### src/trup_regs.svh
`ifndef TRUP_REGS_SVH
`define TRUP_REGS_SVH

// Register byte offsets on the AXI4-Lite port.
`define TRUP_OFF_CTRL      8'h00
`define TRUP_OFF_THRESH    8'h04
`define TRUP_OFF_TIMER     8'h08
`define TRUP_OFF_STATUS    8'h0c
`define TRUP_OFF_PKTCNT    8'h10

// Control register fields.
`define TRUP_CTRL_ECRC     0
`define TRUP_CTRL_B64_LO   1
`define TRUP_CTRL_B64_HI   3

// Status register fields.
`define TRUP_ST_INPKT      0
`define TRUP_ST_UR_NP      1
`define TRUP_ST_UR_P       2
`define TRUP_ST_MALF       3

// Reset values.
`define TRUP_CTRL_RST      4'h1
`define TRUP_THRESH_RST    8'h08
`define TRUP_TIMER_RST     16'h0400

// Encodings of a locked memory read in header byte 0.
`define TRUP_MRDLK_3DW     8'h01
`define TRUP_MRDLK_4DW     8'h21

`endif

### src/trup_pkg.sv
package trup_pkg;

    // Credit classes in the order the scheduler scans them.
    typedef enum logic [1:0] {
        TRUP_CLS_PH,
        TRUP_CLS_PD,
        TRUP_CLS_NPH,
        TRUP_CLS_NPD
    } trup_cls_t;

    // Side-band qualifiers of one beat coming up from the link layer.
    typedef struct packed {
        logic       valid;
        logic       sop;
        logic       eop;
        logic       dwen;
        logic       ecrc_bad;
        logic       len_bad;
        logic [6:0] bar_match;
    } trup_beat_t;

    // Request for one UpdateFC DLLP.
    typedef struct packed {
        trup_cls_t   cls;
        logic [11:0] credits;
    } trup_fc_upd_t;

endpackage : trup_pkg

### src/trup_rx_user_port.sv
// The implementer's own choices: the AXI4-Lite register port and the placing of the registers.
`timescale 1ns/1ps
`include "trup_regs.svh"
module trup_rx_user_port #(
    parameter int WIDE   = 1,
    parameter int ECRC_EN = 1,
    parameter int BW     = (WIDE != 0) ? 8 : 2
) (
    input  wire logic                 aclk,
    input  wire logic                 aresetn,
    input  wire logic [31:0]          s_axi_awaddr,
    input  wire logic                 s_axi_awvalid,
    output logic                      s_axi_awready,
    input  wire logic [31:0]          s_axi_wdata,
    input  wire logic [3:0]           s_axi_wstrb,
    input  wire logic                 s_axi_wvalid,
    output logic                      s_axi_wready,
    output logic [1:0]                s_axi_bresp,
    output logic                      s_axi_bvalid,
    input  wire logic                 s_axi_bready,
    input  wire logic [31:0]          s_axi_araddr,
    input  wire logic                 s_axi_arvalid,
    output logic                      s_axi_arready,
    output logic [31:0]               s_axi_rdata,
    output logic [1:0]                s_axi_rresp,
    output logic                      s_axi_rvalid,
    input  wire logic                 s_axi_rready,
    input  wire trup_pkg::trup_beat_t lnk_beat,
    input  wire logic [BW-1:0][7:0]   lnk_bytes,
    output logic [BW*8-1:0]           recv_payload_bus,
    output logic                      recv_pkt_first,
    output logic                      recv_pkt_last,
    output logic                      recv_single_dword,
    output logic                      recv_crc_fail,
    output logic                      recv_unsupported_flag,
    output logic                      recv_malformed_flag,
    output logic [6:0]                recv_bar_hit,
    input  wire logic                 app_unsupported_nonposted,
    input  wire logic                 app_unsupported_posted,
    input  wire logic [3:0]           app_buffer_full,
    input  wire logic [1:0]           header_credit_return,
    input  wire logic [1:0]           data_credit_return_strobe,
    input  wire logic [1:0][7:0]      data_credit_return_count,
    output trup_pkg::trup_fc_upd_t    fc_upd,
    output logic                      fc_upd_valid,
    input  wire logic                 fc_upd_ready
);

    // ****************************************************************
    // Register bus slave
    // ****************************************************************

    logic [3:0]  ctrl_ff;
    logic [7:0]  thresh_ff;
    logic [15:0] timer_ff;
    logic [3:1]  sticky_ff;
    logic [31:0] pktcnt_ff;
    logic        in_pkt_ff;
    logic        aw_ff;
    logic        w_ff;
    logic [7:0]  awaddr_ff;
    logic [31:0] wdata_ff;
    logic [3:0]  wstrb_ff;
    logic        do_wr;
    logic [2:0]  b64;
    logic [31:0] nxt_rdata;
    logic        nxt_rerr;

    assign s_axi_awready = !aw_ff && !s_axi_bvalid;
    assign s_axi_wready  = !w_ff && !s_axi_bvalid;
    assign s_axi_arready = !s_axi_rvalid;
    assign do_wr         = aw_ff && w_ff && !s_axi_bvalid;
    assign b64           = ctrl_ff[`TRUP_CTRL_B64_HI:`TRUP_CTRL_B64_LO];

    // Address and data may arrive in either order; each is parked here.
    always_ff @(posedge aclk) begin
        if (!aresetn) begin
            aw_ff     <= 1'b0;
            w_ff      <= 1'b0;
            awaddr_ff <= 8'h00;
            wdata_ff  <= 32'h0000_0000;
            wstrb_ff  <= 4'h0;
        end else begin
            if (s_axi_awvalid && s_axi_awready) begin
                aw_ff     <= 1'b1;
                awaddr_ff <= s_axi_awaddr[7:0];
            end else if (do_wr) begin
                aw_ff <= 1'b0;
            end
            if (s_axi_wvalid && s_axi_wready) begin
                w_ff     <= 1'b1;
                wdata_ff <= s_axi_wdata;
                wstrb_ff <= s_axi_wstrb;
            end else if (do_wr) begin
                w_ff <= 1'b0;
            end
        end
    end

    // Write response; an unmapped or read-only address answers SLVERR.
    always_ff @(posedge aclk) begin
        if (!aresetn) begin
            s_axi_bvalid <= 1'b0;
            s_axi_bresp  <= 2'b00;
        end else if (do_wr) begin
            s_axi_bvalid <= 1'b1;
            s_axi_bresp  <= (awaddr_ff == `TRUP_OFF_CTRL ||
                             awaddr_ff == `TRUP_OFF_THRESH ||
                             awaddr_ff == `TRUP_OFF_TIMER ||
                             awaddr_ff == `TRUP_OFF_STATUS) ? 2'b00 : 2'b10;
        end else if (s_axi_bready) begin
            s_axi_bvalid <= 1'b0;
        end
    end

    // Writable configuration, byte-lane masked.
    always_ff @(posedge aclk) begin
        if (!aresetn) begin
            ctrl_ff   <= `TRUP_CTRL_RST;
            thresh_ff <= `TRUP_THRESH_RST;
            timer_ff  <= `TRUP_TIMER_RST;
        end else if (do_wr) begin
            if (awaddr_ff == `TRUP_OFF_CTRL && wstrb_ff[0])
                ctrl_ff <= wdata_ff[3:0];
            if (awaddr_ff == `TRUP_OFF_THRESH && wstrb_ff[0])
                thresh_ff <= wdata_ff[7:0];
            if (awaddr_ff == `TRUP_OFF_TIMER) begin
                if (wstrb_ff[0])
                    timer_ff[7:0] <= wdata_ff[7:0];
                if (wstrb_ff[1])
                    timer_ff[15:8] <= wdata_ff[15:8];
            end
        end
    end

    // Read mux; the status word shows live and sticky block state.
    always_comb begin
        nxt_rdata = 32'h0000_0000;
        nxt_rerr  = 1'b0;
        case (s_axi_araddr[7:0])
            `TRUP_OFF_CTRL:   nxt_rdata[3:0]  = ctrl_ff;
            `TRUP_OFF_THRESH: nxt_rdata[7:0]  = thresh_ff;
            `TRUP_OFF_TIMER:  nxt_rdata[15:0] = timer_ff;
            `TRUP_OFF_STATUS: nxt_rdata[3:0]  = {sticky_ff, in_pkt_ff};
            `TRUP_OFF_PKTCNT: nxt_rdata       = pktcnt_ff;
            default:          nxt_rerr        = 1'b1;
        endcase
    end

    always_ff @(posedge aclk) begin
        if (!aresetn) begin
            s_axi_rvalid <= 1'b0;
            s_axi_rdata  <= 32'h0000_0000;
            s_axi_rresp  <= 2'b00;
        end else if (s_axi_arvalid && s_axi_arready) begin
            s_axi_rvalid <= 1'b1;
            s_axi_rdata  <= nxt_rdata;
            s_axi_rresp  <= nxt_rerr ? 2'b10 : 2'b00;
        end else if (s_axi_rready) begin
            s_axi_rvalid <= 1'b0;
        end
    end

    // ****************************************************************
    // Receive TLP path
    // ****************************************************************

    logic [BW*8-1:0] nxt_payload;
    logic [6:0]      nxt_hit;
    logic            framing_bad;
    logic            locked_rd;

    // Byte 0 of the link beat is the earliest on the wire.
    always_comb begin
        nxt_payload = '0;
        for (int i = 0; i < BW; i++) begin
            nxt_payload[(BW-1-i)*8 +: 8] = lnk_bytes[i];
        end
    end

    // A paired 64-bit window reports only on its lower-numbered BAR.
    always_comb begin
        nxt_hit = lnk_beat.bar_match;
        for (int p = 0; p < 3; p++) begin
            if (b64[p]) begin
                nxt_hit[2*p]   = lnk_beat.bar_match[2*p] |
                                 lnk_beat.bar_match[2*p+1];
                nxt_hit[2*p+1] = 1'b0;
            end
        end
    end

    // A start inside a packet or data outside one is a format fault.
    assign framing_bad = lnk_beat.valid &&
                         (lnk_beat.sop ? in_pkt_ff : !in_pkt_ff);
    assign locked_rd   = lnk_beat.sop &&
                         (lnk_bytes[0] == `TRUP_MRDLK_3DW ||
                          lnk_bytes[0] == `TRUP_MRDLK_4DW);

    // Packet framing tracker.
    always_ff @(posedge aclk) begin
        if (!aresetn) begin
            in_pkt_ff <= 1'b0;
            pktcnt_ff <= 32'h0000_0000;
        end else if (lnk_beat.valid) begin
            in_pkt_ff <= !lnk_beat.eop;
            if (lnk_beat.eop)
                pktcnt_ff <= pktcnt_ff + 32'h0000_0001;
        end
    end

    // One registered stage to the user; flags live on valid beats, except the unsupported flag, which is held for the whole packet.
    always_ff @(posedge aclk) begin
        if (!aresetn) begin
            recv_payload_bus      <= '0;
            recv_pkt_first        <= 1'b0;
            recv_pkt_last         <= 1'b0;
            recv_single_dword     <= 1'b0;
            recv_crc_fail         <= 1'b0;
            recv_unsupported_flag <= 1'b0;
            recv_malformed_flag   <= 1'b0;
        end else begin
            if (lnk_beat.valid)
                recv_payload_bus <= nxt_payload;
            recv_pkt_first    <= lnk_beat.valid && lnk_beat.sop;
            recv_pkt_last     <= lnk_beat.valid && lnk_beat.eop;
            recv_single_dword <= (WIDE != 0) && lnk_beat.valid &&
                                 lnk_beat.dwen;
            recv_crc_fail     <= (ECRC_EN != 0) && ctrl_ff[`TRUP_CTRL_ECRC] &&
                                 lnk_beat.valid &&
                                 lnk_beat.ecrc_bad;
            if (lnk_beat.valid && lnk_beat.sop)
                recv_unsupported_flag <= locked_rd;
            else if (recv_pkt_last)
                recv_unsupported_flag <= 1'b0;
            recv_malformed_flag <= lnk_beat.valid &&
                                   (lnk_beat.len_bad || framing_bad);
        end
    end

    // Hit vector loads only on a first beat, so it tracks that TLP.
    always_ff @(posedge aclk) begin
        if (!aresetn)
            recv_bar_hit <= 7'h00;
        else if (lnk_beat.valid && lnk_beat.sop)
            recv_bar_hit <= nxt_hit;
    end

    // Sticky status; a new event in the clearing cycle wins.
    always_ff @(posedge aclk) begin
        if (!aresetn) begin
            sticky_ff <= 3'h0;
        end else begin
            for (int s = 1; s < 4; s++) begin
                if (do_wr && awaddr_ff == `TRUP_OFF_STATUS &&
                    wstrb_ff[0] && wdata_ff[s])
                    sticky_ff[s] <= 1'b0;
            end
            if (app_unsupported_nonposted)
                sticky_ff[`TRUP_ST_UR_NP] <= 1'b1;
            if (app_unsupported_posted)
                sticky_ff[`TRUP_ST_UR_P] <= 1'b1;
            if (lnk_beat.valid && (lnk_beat.len_bad || framing_bad))
                sticky_ff[`TRUP_ST_MALF] <= 1'b1;
        end
    end

    // ****************************************************************
    // Credit return and UpdateFC scheduling
    // ****************************************************************

    logic [3:0][7:0]  inc;
    logic [3:0][7:0]  acc_ff;
    logic [3:0][11:0] tot_ff;
    logic [3:0][15:0] tmr_ff;
    logic [3:0]       need;
    logic [3:0]       grant;
    logic             slot_free;

    // Header classes count cycles; data classes take the strobed count.
    assign inc[0] = {7'h00, header_credit_return[0]};
    assign inc[2] = {7'h00, header_credit_return[1]};
    assign inc[1] = data_credit_return_strobe[0] ?
                    data_credit_return_count[0] : 8'h00;
    assign inc[3] = data_credit_return_strobe[1] ?
                    data_credit_return_count[1] : 8'h00;
    assign slot_free = !fc_upd_valid || fc_upd_ready;

    // Lowest class with a reason to update goes first.
    always_comb begin
        grant = 4'h0;
        for (int c = 0; c < 4; c++) begin
            need[c] = app_buffer_full[c] ||
                      (acc_ff[c] != 8'h00 && acc_ff[c] >= thresh_ff) ||
                      tmr_ff[c] >= timer_ff;
        end
        for (int c = 3; c >= 0; c--) begin
            if (need[c] && slot_free)
                grant = 4'(1 << c);
        end
    end

    // Per-class pending credits, running total and refresh timer.
    // Credits landing in the grant cycle are kept for the next update.
    always_ff @(posedge aclk) begin
        if (!aresetn) begin
            acc_ff <= '0;
            tot_ff <= '0;
            tmr_ff <= '0;
        end else begin
            for (int c = 0; c < 4; c++) begin
                tot_ff[c] <= tot_ff[c] + {4'h0, inc[c]};
                if (grant[c]) begin
                    acc_ff[c] <= inc[c];
                    tmr_ff[c] <= 16'h0000;
                end else begin
                    acc_ff[c] <= (acc_ff[c] > 8'hff - inc[c]) ?
                                 8'hff : acc_ff[c] + inc[c];
                    if (tmr_ff[c] != 16'hffff)
                        tmr_ff[c] <= tmr_ff[c] + 16'h0001;
                end
            end
        end
    end

    // Output slot toward the DLLP transmitter.
    always_ff @(posedge aclk) begin
        if (!aresetn) begin
            fc_upd_valid <= 1'b0;
            fc_upd       <= '0;
        end else if (grant != 4'h0) begin
            fc_upd_valid <= 1'b1;
            for (int c = 0; c < 4; c++) begin
                if (grant[c]) begin
                    fc_upd.cls     <= trup_pkg::trup_cls_t'(c[1:0]);
                    fc_upd.credits <= tot_ff[c] + {4'h0, inc[c]};
                end
            end
        end else if (fc_upd_ready) begin
            fc_upd_valid <= 1'b0;
        end
    end

endmodule : trup_rx_user_port

### config.mk
export PLATFORM = sky130hd
export DESIGN_NAME = trup_rx_user_port
export DESIGN_NICKNAME = d
export VERILOG_FILES = /design/src/trup_pkg.sv /design/src/trup_rx_user_port.sv
export VERILOG_INCLUDE_DIRS = /design/src
export SDC_FILE = /design/constraint.sdc
export NUM_CORES = 1
export LEC_CHECK = 0
export ABC_AREA = 1
export BUFFER_PORTS_ARGS = -buffer_cell sky130_fd_sc_hd__clkbuf_2
export CAP_MARGIN = 5
export CORE_AREA = 2 2 147 221
export CTS_BUF_LIST = sky130_fd_sc_hd__clkbuf_16
export DETAILED_ROUTE_END_ITERATION = 6
export DIE_AREA = 0 0 149 223
export PLACE_DENSITY = 0.87
export SETUP_SLACK_MARGIN = 0.2
export SLEW_MARGIN = 20
export SYNTH_ARGS = -nofsm -noshare
export SYNTH_HDL_FRONTEND = slang
export SYNTH_SLANG_ARGS = --single-unit
export TNS_END_PERCENT = 30
### constraint.sdc
create_clock -name aclk -period 3.5 [get_ports aclk]
set_input_delay 0 -clock aclk [delete_from_list [all_inputs] [get_ports aclk]]
set_output_delay 0 -clock aclk [all_outputs]
set_load 0.005 [all_outputs]
-- Yosys cells after proc, flatten, opt, wreduce, memory -nomap -nowiden
Index checks and enable logic that the tools add are counted.
- flip-flop bits (word level): 366
- input bits: 211
- output and inout bits: 133
- logic and storage cells: 212
- add/subtract/negate cells: 17
- $lt $le $gt $ge: 12
- eq/ne operators: 13
- mux-type cells: 45
- bitwise logic cells: 4
- reductions and logical operators: 77
- operators with widths (kind ; number):
    $add 16x1->16 const B ; 4
    $ge 16x16->1 ; 4
    $mux 8 ; 8
    $ne 16x16->1 const B ; 4
    $mux 14 ; 4
    $add 32x1->32 const B ; 1
    $eq 8x4->1 const B ; 4
    $ge 8x8->1 ; 4
    $gt 8x8->1 ; 4
    $reduce_bool 8->1 ; 4
    $logic_and 1x1->1 ; 30
    $add 12x1->12 ; 2
    $add 12x8->12 ; 2
    $mux 1 ; 20
    $pmux 4 s5 ; 1
    $reduce_bool 2->1 ; 9
    $add 8x1->8 ; 2
    $add 8x8->8 ; 2
    $eq 8x3->1 const B ; 2
    $logic_not 8->1 ; 2
    $mux 16 ; 1
    $mux 4 ; 4
    $pmux 8 s2 ; 1
    $sub 8x8->8 const A ; 2
    other kinds (15) ; 47

-- Logic depth before layout (Yosys ltp)
- depth after elaboration: 13
- gate-level depth with buffers: 21
- mapped depth without buffers: 20

-- Worst setup path before layout
OpenSTA, ideal clock, no wires.
- kind: input-to-reg
- start point: input data_credit_return_strobe[1]
- end point: register fc_upd[10] (netlist name)
- setup time: 109 ps
- data arrival time: 2107 ps
- setup slack: 1284 ps
- stages on the path: 15
- buffers on the path: 1
- cell sequence: clkbuf_1 > nand2_1 > inv_1 > ha_1 > inv_1 > fa_1 > nor4_1 > nor2_1 > o21ai_0 > nand3_1 > xor2_1 > nand3_1 > nand3_1 > nand2_1 > inv_1
- cells in the longest elaborated chain, start to end: 3
- RTL lines (what ; RTL line ; text):
    start: declaration ; trup_rx_user_port.sv:42 ; input wire logic [1:0] data_credit_return_strobe,
    $mux 8 ; trup_rx_user_port.sv:285 ; assign inc[3] = data_credit_return_strobe[1] ?
    $add 12x8->12 ; trup_rx_user_port.sv:336 ; fc_upd.credits <= tot_ff[c] + {4'h0, inc[c]};
    $mux 14 ; trup_rx_user_port.sv:334 ; if (grant[c]) begin
    end: declaration ; trup_rx_user_port.sv:44 ; output trup_pkg::trup_fc_upd_t fc_upd,
No other way between the ends.
A chain may end at the register's enable or synchronous reset.

-- Final worst setup path
- start point: register timer_ff[11]
- end point: register acc_ff[29] (netlist name)
- cells in the longest elaborated chain, start to end: 8
- elaborated cells between the ends (all ways): 17
- classes of those cells: order compare: 4; mux: 5; reduce/logical: 8
- RTL lines (what ; RTL line ; text):
    start: declaration ; trup_rx_user_port.sv:55 ; logic [15:0] timer_ff;
    start signal: assignment ; trup_rx_user_port.sv:121 ; timer_ff <= `TRUP_TIMER_RST;
    start signal: assignment ; trup_rx_user_port.sv:131 ; timer_ff[15:8] <= wdata_ff[15:8];
    $ge 16x16->1 ; trup_rx_user_port.sv:295 ; tmr_ff[c] >= timer_ff;
    $logic_or 1x1->1 ; trup_rx_user_port.sv:294 ; (acc_ff[c] != 8'h00 && acc_ff[c] >= thresh_ff) ||
    $logic_and 1x1->1 ; trup_rx_user_port.sv:298 ; if (need[c] && slot_free)
    $mux 4 (3 in series) ; trup_rx_user_port.sv:298 ;
    $mux 4 (*) ; trup_rx_user_port.sv:298 ;
    $mux 8 (*) ; trup_rx_user_port.sv:313 ; if (grant[c]) begin
    end signal: indexed assignment ; trup_rx_user_port.sv:314 ; acc_ff[c] <= inc[c];
    end signal: indexed assignment ; trup_rx_user_port.sv:317 ; acc_ff[c] <= (acc_ff[c] > 8'hff - inc[c]) ?
    end: declaration ; trup_rx_user_port.sv:273 ; logic [3:0][7:0] acc_ff;
Mark *: on every way between the ends. The rest lies on a longest branch, timed or not.

==> results.sh <==
export IMPL_critPathKind="reg2reg"
export IMPL_worst_ep_arrival_time_ns=3.51
export IMPL_numCtsBuffers=34
export IMPL_rows=80
export IMPL_drc=0
export IMPL_start_util_pct=60.09
export IMPL_globalplace_congestion=0.9304
export IMPL_drt_iter0_drc=1340
export IMPL_hp_class="in2reg"
export IMPL_wl_um=58440
export IMPL_cts_root_buf="clkbuf_16"
export IMPL_leakagePower_nw=10.53
export IMPL_via_per_inst=5.759
export IMPL_grt_max_degree=95
export IMPL_crit_required_ns=3.92
export IMPL_netlist_instances=2602
export IMPL_cp_max_fo=30
export IMPL_synth_area_um2=18890
export IMPL_area_growth_pct=22.59
export IMPL_via_count=19760
export IMPL_postRouteAntennaNets=0
export IMPL_max_slew_margin_pct=28.48
export IMPL_cp_slowest_stage_delay_ns=0.55
export IMPL_clock_tree_buffer_depth=3
export IMPL_clock_latency_ns=0.53
export IMPL_cap_viol_max_count=0
export IMPL_ys_async_sr_fraction_pct=0
export IMPL_cts_num_sinks=364
export IMPL_grt_pass1_vias=19900
export IMPL_htreeDepth=2
export IMPL_die_w_um=149
export IMPL_yosys_warnings=0
export IMPL_seq_area_frac_synth_pct=38.58
export IMPL_grt_use_total_pct=34.20
export IMPL_first_pass_iters=6
export IMPL_final_cells=3431
export IMPL_yosys_most_used_dff="dfxtp_1"
export IMPL_ir_drop_uv=363.3
export IMPL_cp_cell_sequence="inv_1, ha_1, a21oi_1, o21ai_0, a21oi_1, nand2_1, nor2_1, nand2_1, nand2_1, buf_6, inv_2, o21ai_0, a21oi_1, dlygate4sd3_1"
export IMPL_synthTopCellsByCount="nand2_1 (423), nor2_1 (374), dfxtp_1 (364)"
export IMPL_rsz0062_at_grt="false"
export IMPL_overflow=0
export IMPL_antenna_found_initial=3
export IMPL_setup_viol=0
export IMPL_period_needed_ns=3.094
export IMPL_dp_cells=3222
export IMPL_cts_tree="done"
export IMPL_routedWlPerCell_um=17.03
export IMPL_status="completed"
export IMPL_portBuffers=275
export IMPL_p_per_area_nw_per_um2=441.3
export IMPL_synth_edf_count=0
export IMPL_drive_above_1_share_pct=13.26
export IMPL_synth_top_cells_by_area="dfxtp_1 (39%), ha_1 (9.6%), nand2_1 (8.4%)"
export IMPL_synth_seq_cells=364
export IMPL_start_kind="flop"
export IMPL_place_hpwl_um=39400
export IMPL_nets=3354
export IMPL_die_y_um=223
export IMPL_ios=344
export IMPL_worst_pin_slew_ns=1.073
export IMPL_hold_viol_final=0
export IMPL_finalCritPeriodShare_pct=88.39
export IMPL_cp_end_kind="flop"
export IMPL_skew_ns=0.01736
export IMPL_synth_distinct_cells=50
export IMPL_clkTransAtPathRegs_ns=0.07
export IMPL_core_um2=31430
export IMPL_synth_top_area_cell="dfxtp_1"
export IMPL_cpMaxStageDelayCell="dlygate4sd3_1"
export IMPL_max_freq_mhz=323.2
export IMPL_synth_most_common_cell="nand2_1"
export IMPL_synth_top_area_share_pct=38.58
export IMPL_fin_setup_tns_ns=0
export IMPL_slew_violations=0
export IMPL_grt_pass1_wl_um=93250
export IMPL_avgSynthCellArea_um2=7.258
export IMPL_die_area_um2=33230
stage by stage:
step	hold slack, ns	util [%]	power (W)	instance area, um2	setup slack (ns)
global placement	0.2133	65.45	0.006255	20570	0.7888
CTS	0.002047	73.48	0.01014	23100	0.3145
floorplan	0.1122	-	0.005776	18890	1.284
finish	0.02833	73.66	0.01022	23150	0.4063
global route	0.05874	73.64	0.01061	23150	0.1913
detailed placement	0.2024	65.45	0.006342	20570	0.7046
sequential cells by signal (all words and copies together), names as in the netlist, 2 cells and up:
name and cells:
recv_bar_hit 7, awaddr_ff 8, sticky_ff 3, fc_upd 14, acc_ff 32, wdata_ff 16, s_axi_rdata 32, timer_ff 16
tmr_ff 64, ctrl_ff 4, recv_payload_bus 64, pktcnt_ff 32, wstrb_ff 2, tot_ff 48, thresh_ff 8
layout make-up:
class | count | area (um2)
Antenna cell | 4 | 10.01
Clock buffer | 37 | 925.9
Clock inverter | 22 | 158.9
Fill cell | 2195 | 8279
Inverter | 325 | 1225
Multi-Input combinational cell | 1832 | 10070
Sequential cell | 364 | 7288
Tap cell | 410 | 513.0
Timing Repair Buffer | 437 | 2959
worst max-delay path: cells and delay by family (launching register included):
kind                     cells  cell delay [ns]
flip-flops                   1             0.36
AND/OR/NAND/NOR              4             0.52
buffers and inverters        4             1.03
AO/OA/AOI/OAI                5             0.74
adder cells (fa/ha/maj)      1             0.33
power by group:
part           leakage [nW]  switching (W)  internal, W  total (W)
logic                  6.99        0.00114     0.000773    0.00191
clock network         0.563        0.00165      0.00206    0.00371
registers              2.98       0.000192      0.00440    0.00459
final timing paths:
path | slack, ns | cells past startpoint | from | to
min reg2reg | 0.46 | 2 | wstrb_ff[0]$_SDFFE_PN0P_ | wstrb_ff[0]$_SDFFE_PN0P_
min | 0.03 | 5 | s_axi_arvalid | s_axi_rdata[17]$_SDFFE_PN0P_
max | 0.41 | 14 | timer_ff[11]$_SDFFE_PN0P_ | acc_ff[29]$_SDFF_PN0_
max reg2reg | 0.41 | 14 | timer_ff[11]$_SDFFE_PN0P_ | acc_ff[29]$_SDFF_PN0_
cells by family after synthesis:
logic type | count (synthesis) | synth area share [%]
compound gates | 515 | 14.60
buf+inv | 407 | 8.242
other cells | 1 | 0.01986
fa+ha+maj | 149 | 10.03
simple gates | 1085 | 24.77
flops | 364 | 38.58
xor+xnor | 81 | 3.756
routing by layer:
| layer | GRT usage (%) | vias up | wire length [um] |
|---|---|---|---|
| li1 | - | 9343 | - |
| met2 | 60.81 | 982 | 28720 |
| met4 | 24.36 | 0 | 4455 |
| met1 | 36.21 | 9168 | 21180 |
| met3 | 5.562 | 267 | 4083 |
| met5 | 0 | - | 0 |
placed cells by master, fill, tap and decap left out, types with 5 or more instances in the layout:
master         instances
a211oi_1              23
a21oi_1              223
a31oi_1               24
buf_4                 18
clkbuf_16             37
clkbuf_2             274
clkinv_1               6
dfxtp_1              363
dlygate4sd3_1        144
ha_1                 144
inv_1                314
inv_2                 15
nand2_1              423
nand3_1              129
nand4_1               35
nor2_1               371
nor2_2                 6
nor2_4                 8
nor3_1                52
nor3b_1                5
nor4_1                20
o21a_1                 7
o21ai_0              201
o21ai_1                7
o21bai_1               9
o22ai_1                8
or2_2                 11
xnor2_1               29
xor2_1                52
timing repair:
item | in CTS | in global routing
setup buffers | 0 | 2
hold endpoints to repair | 149 | 0
hold buffers | 144 | 0
setup endpoints to repair | 0 | 1
resized for setup | 0 | 17
Note: power is estimated with default switching activity, not from simulation.
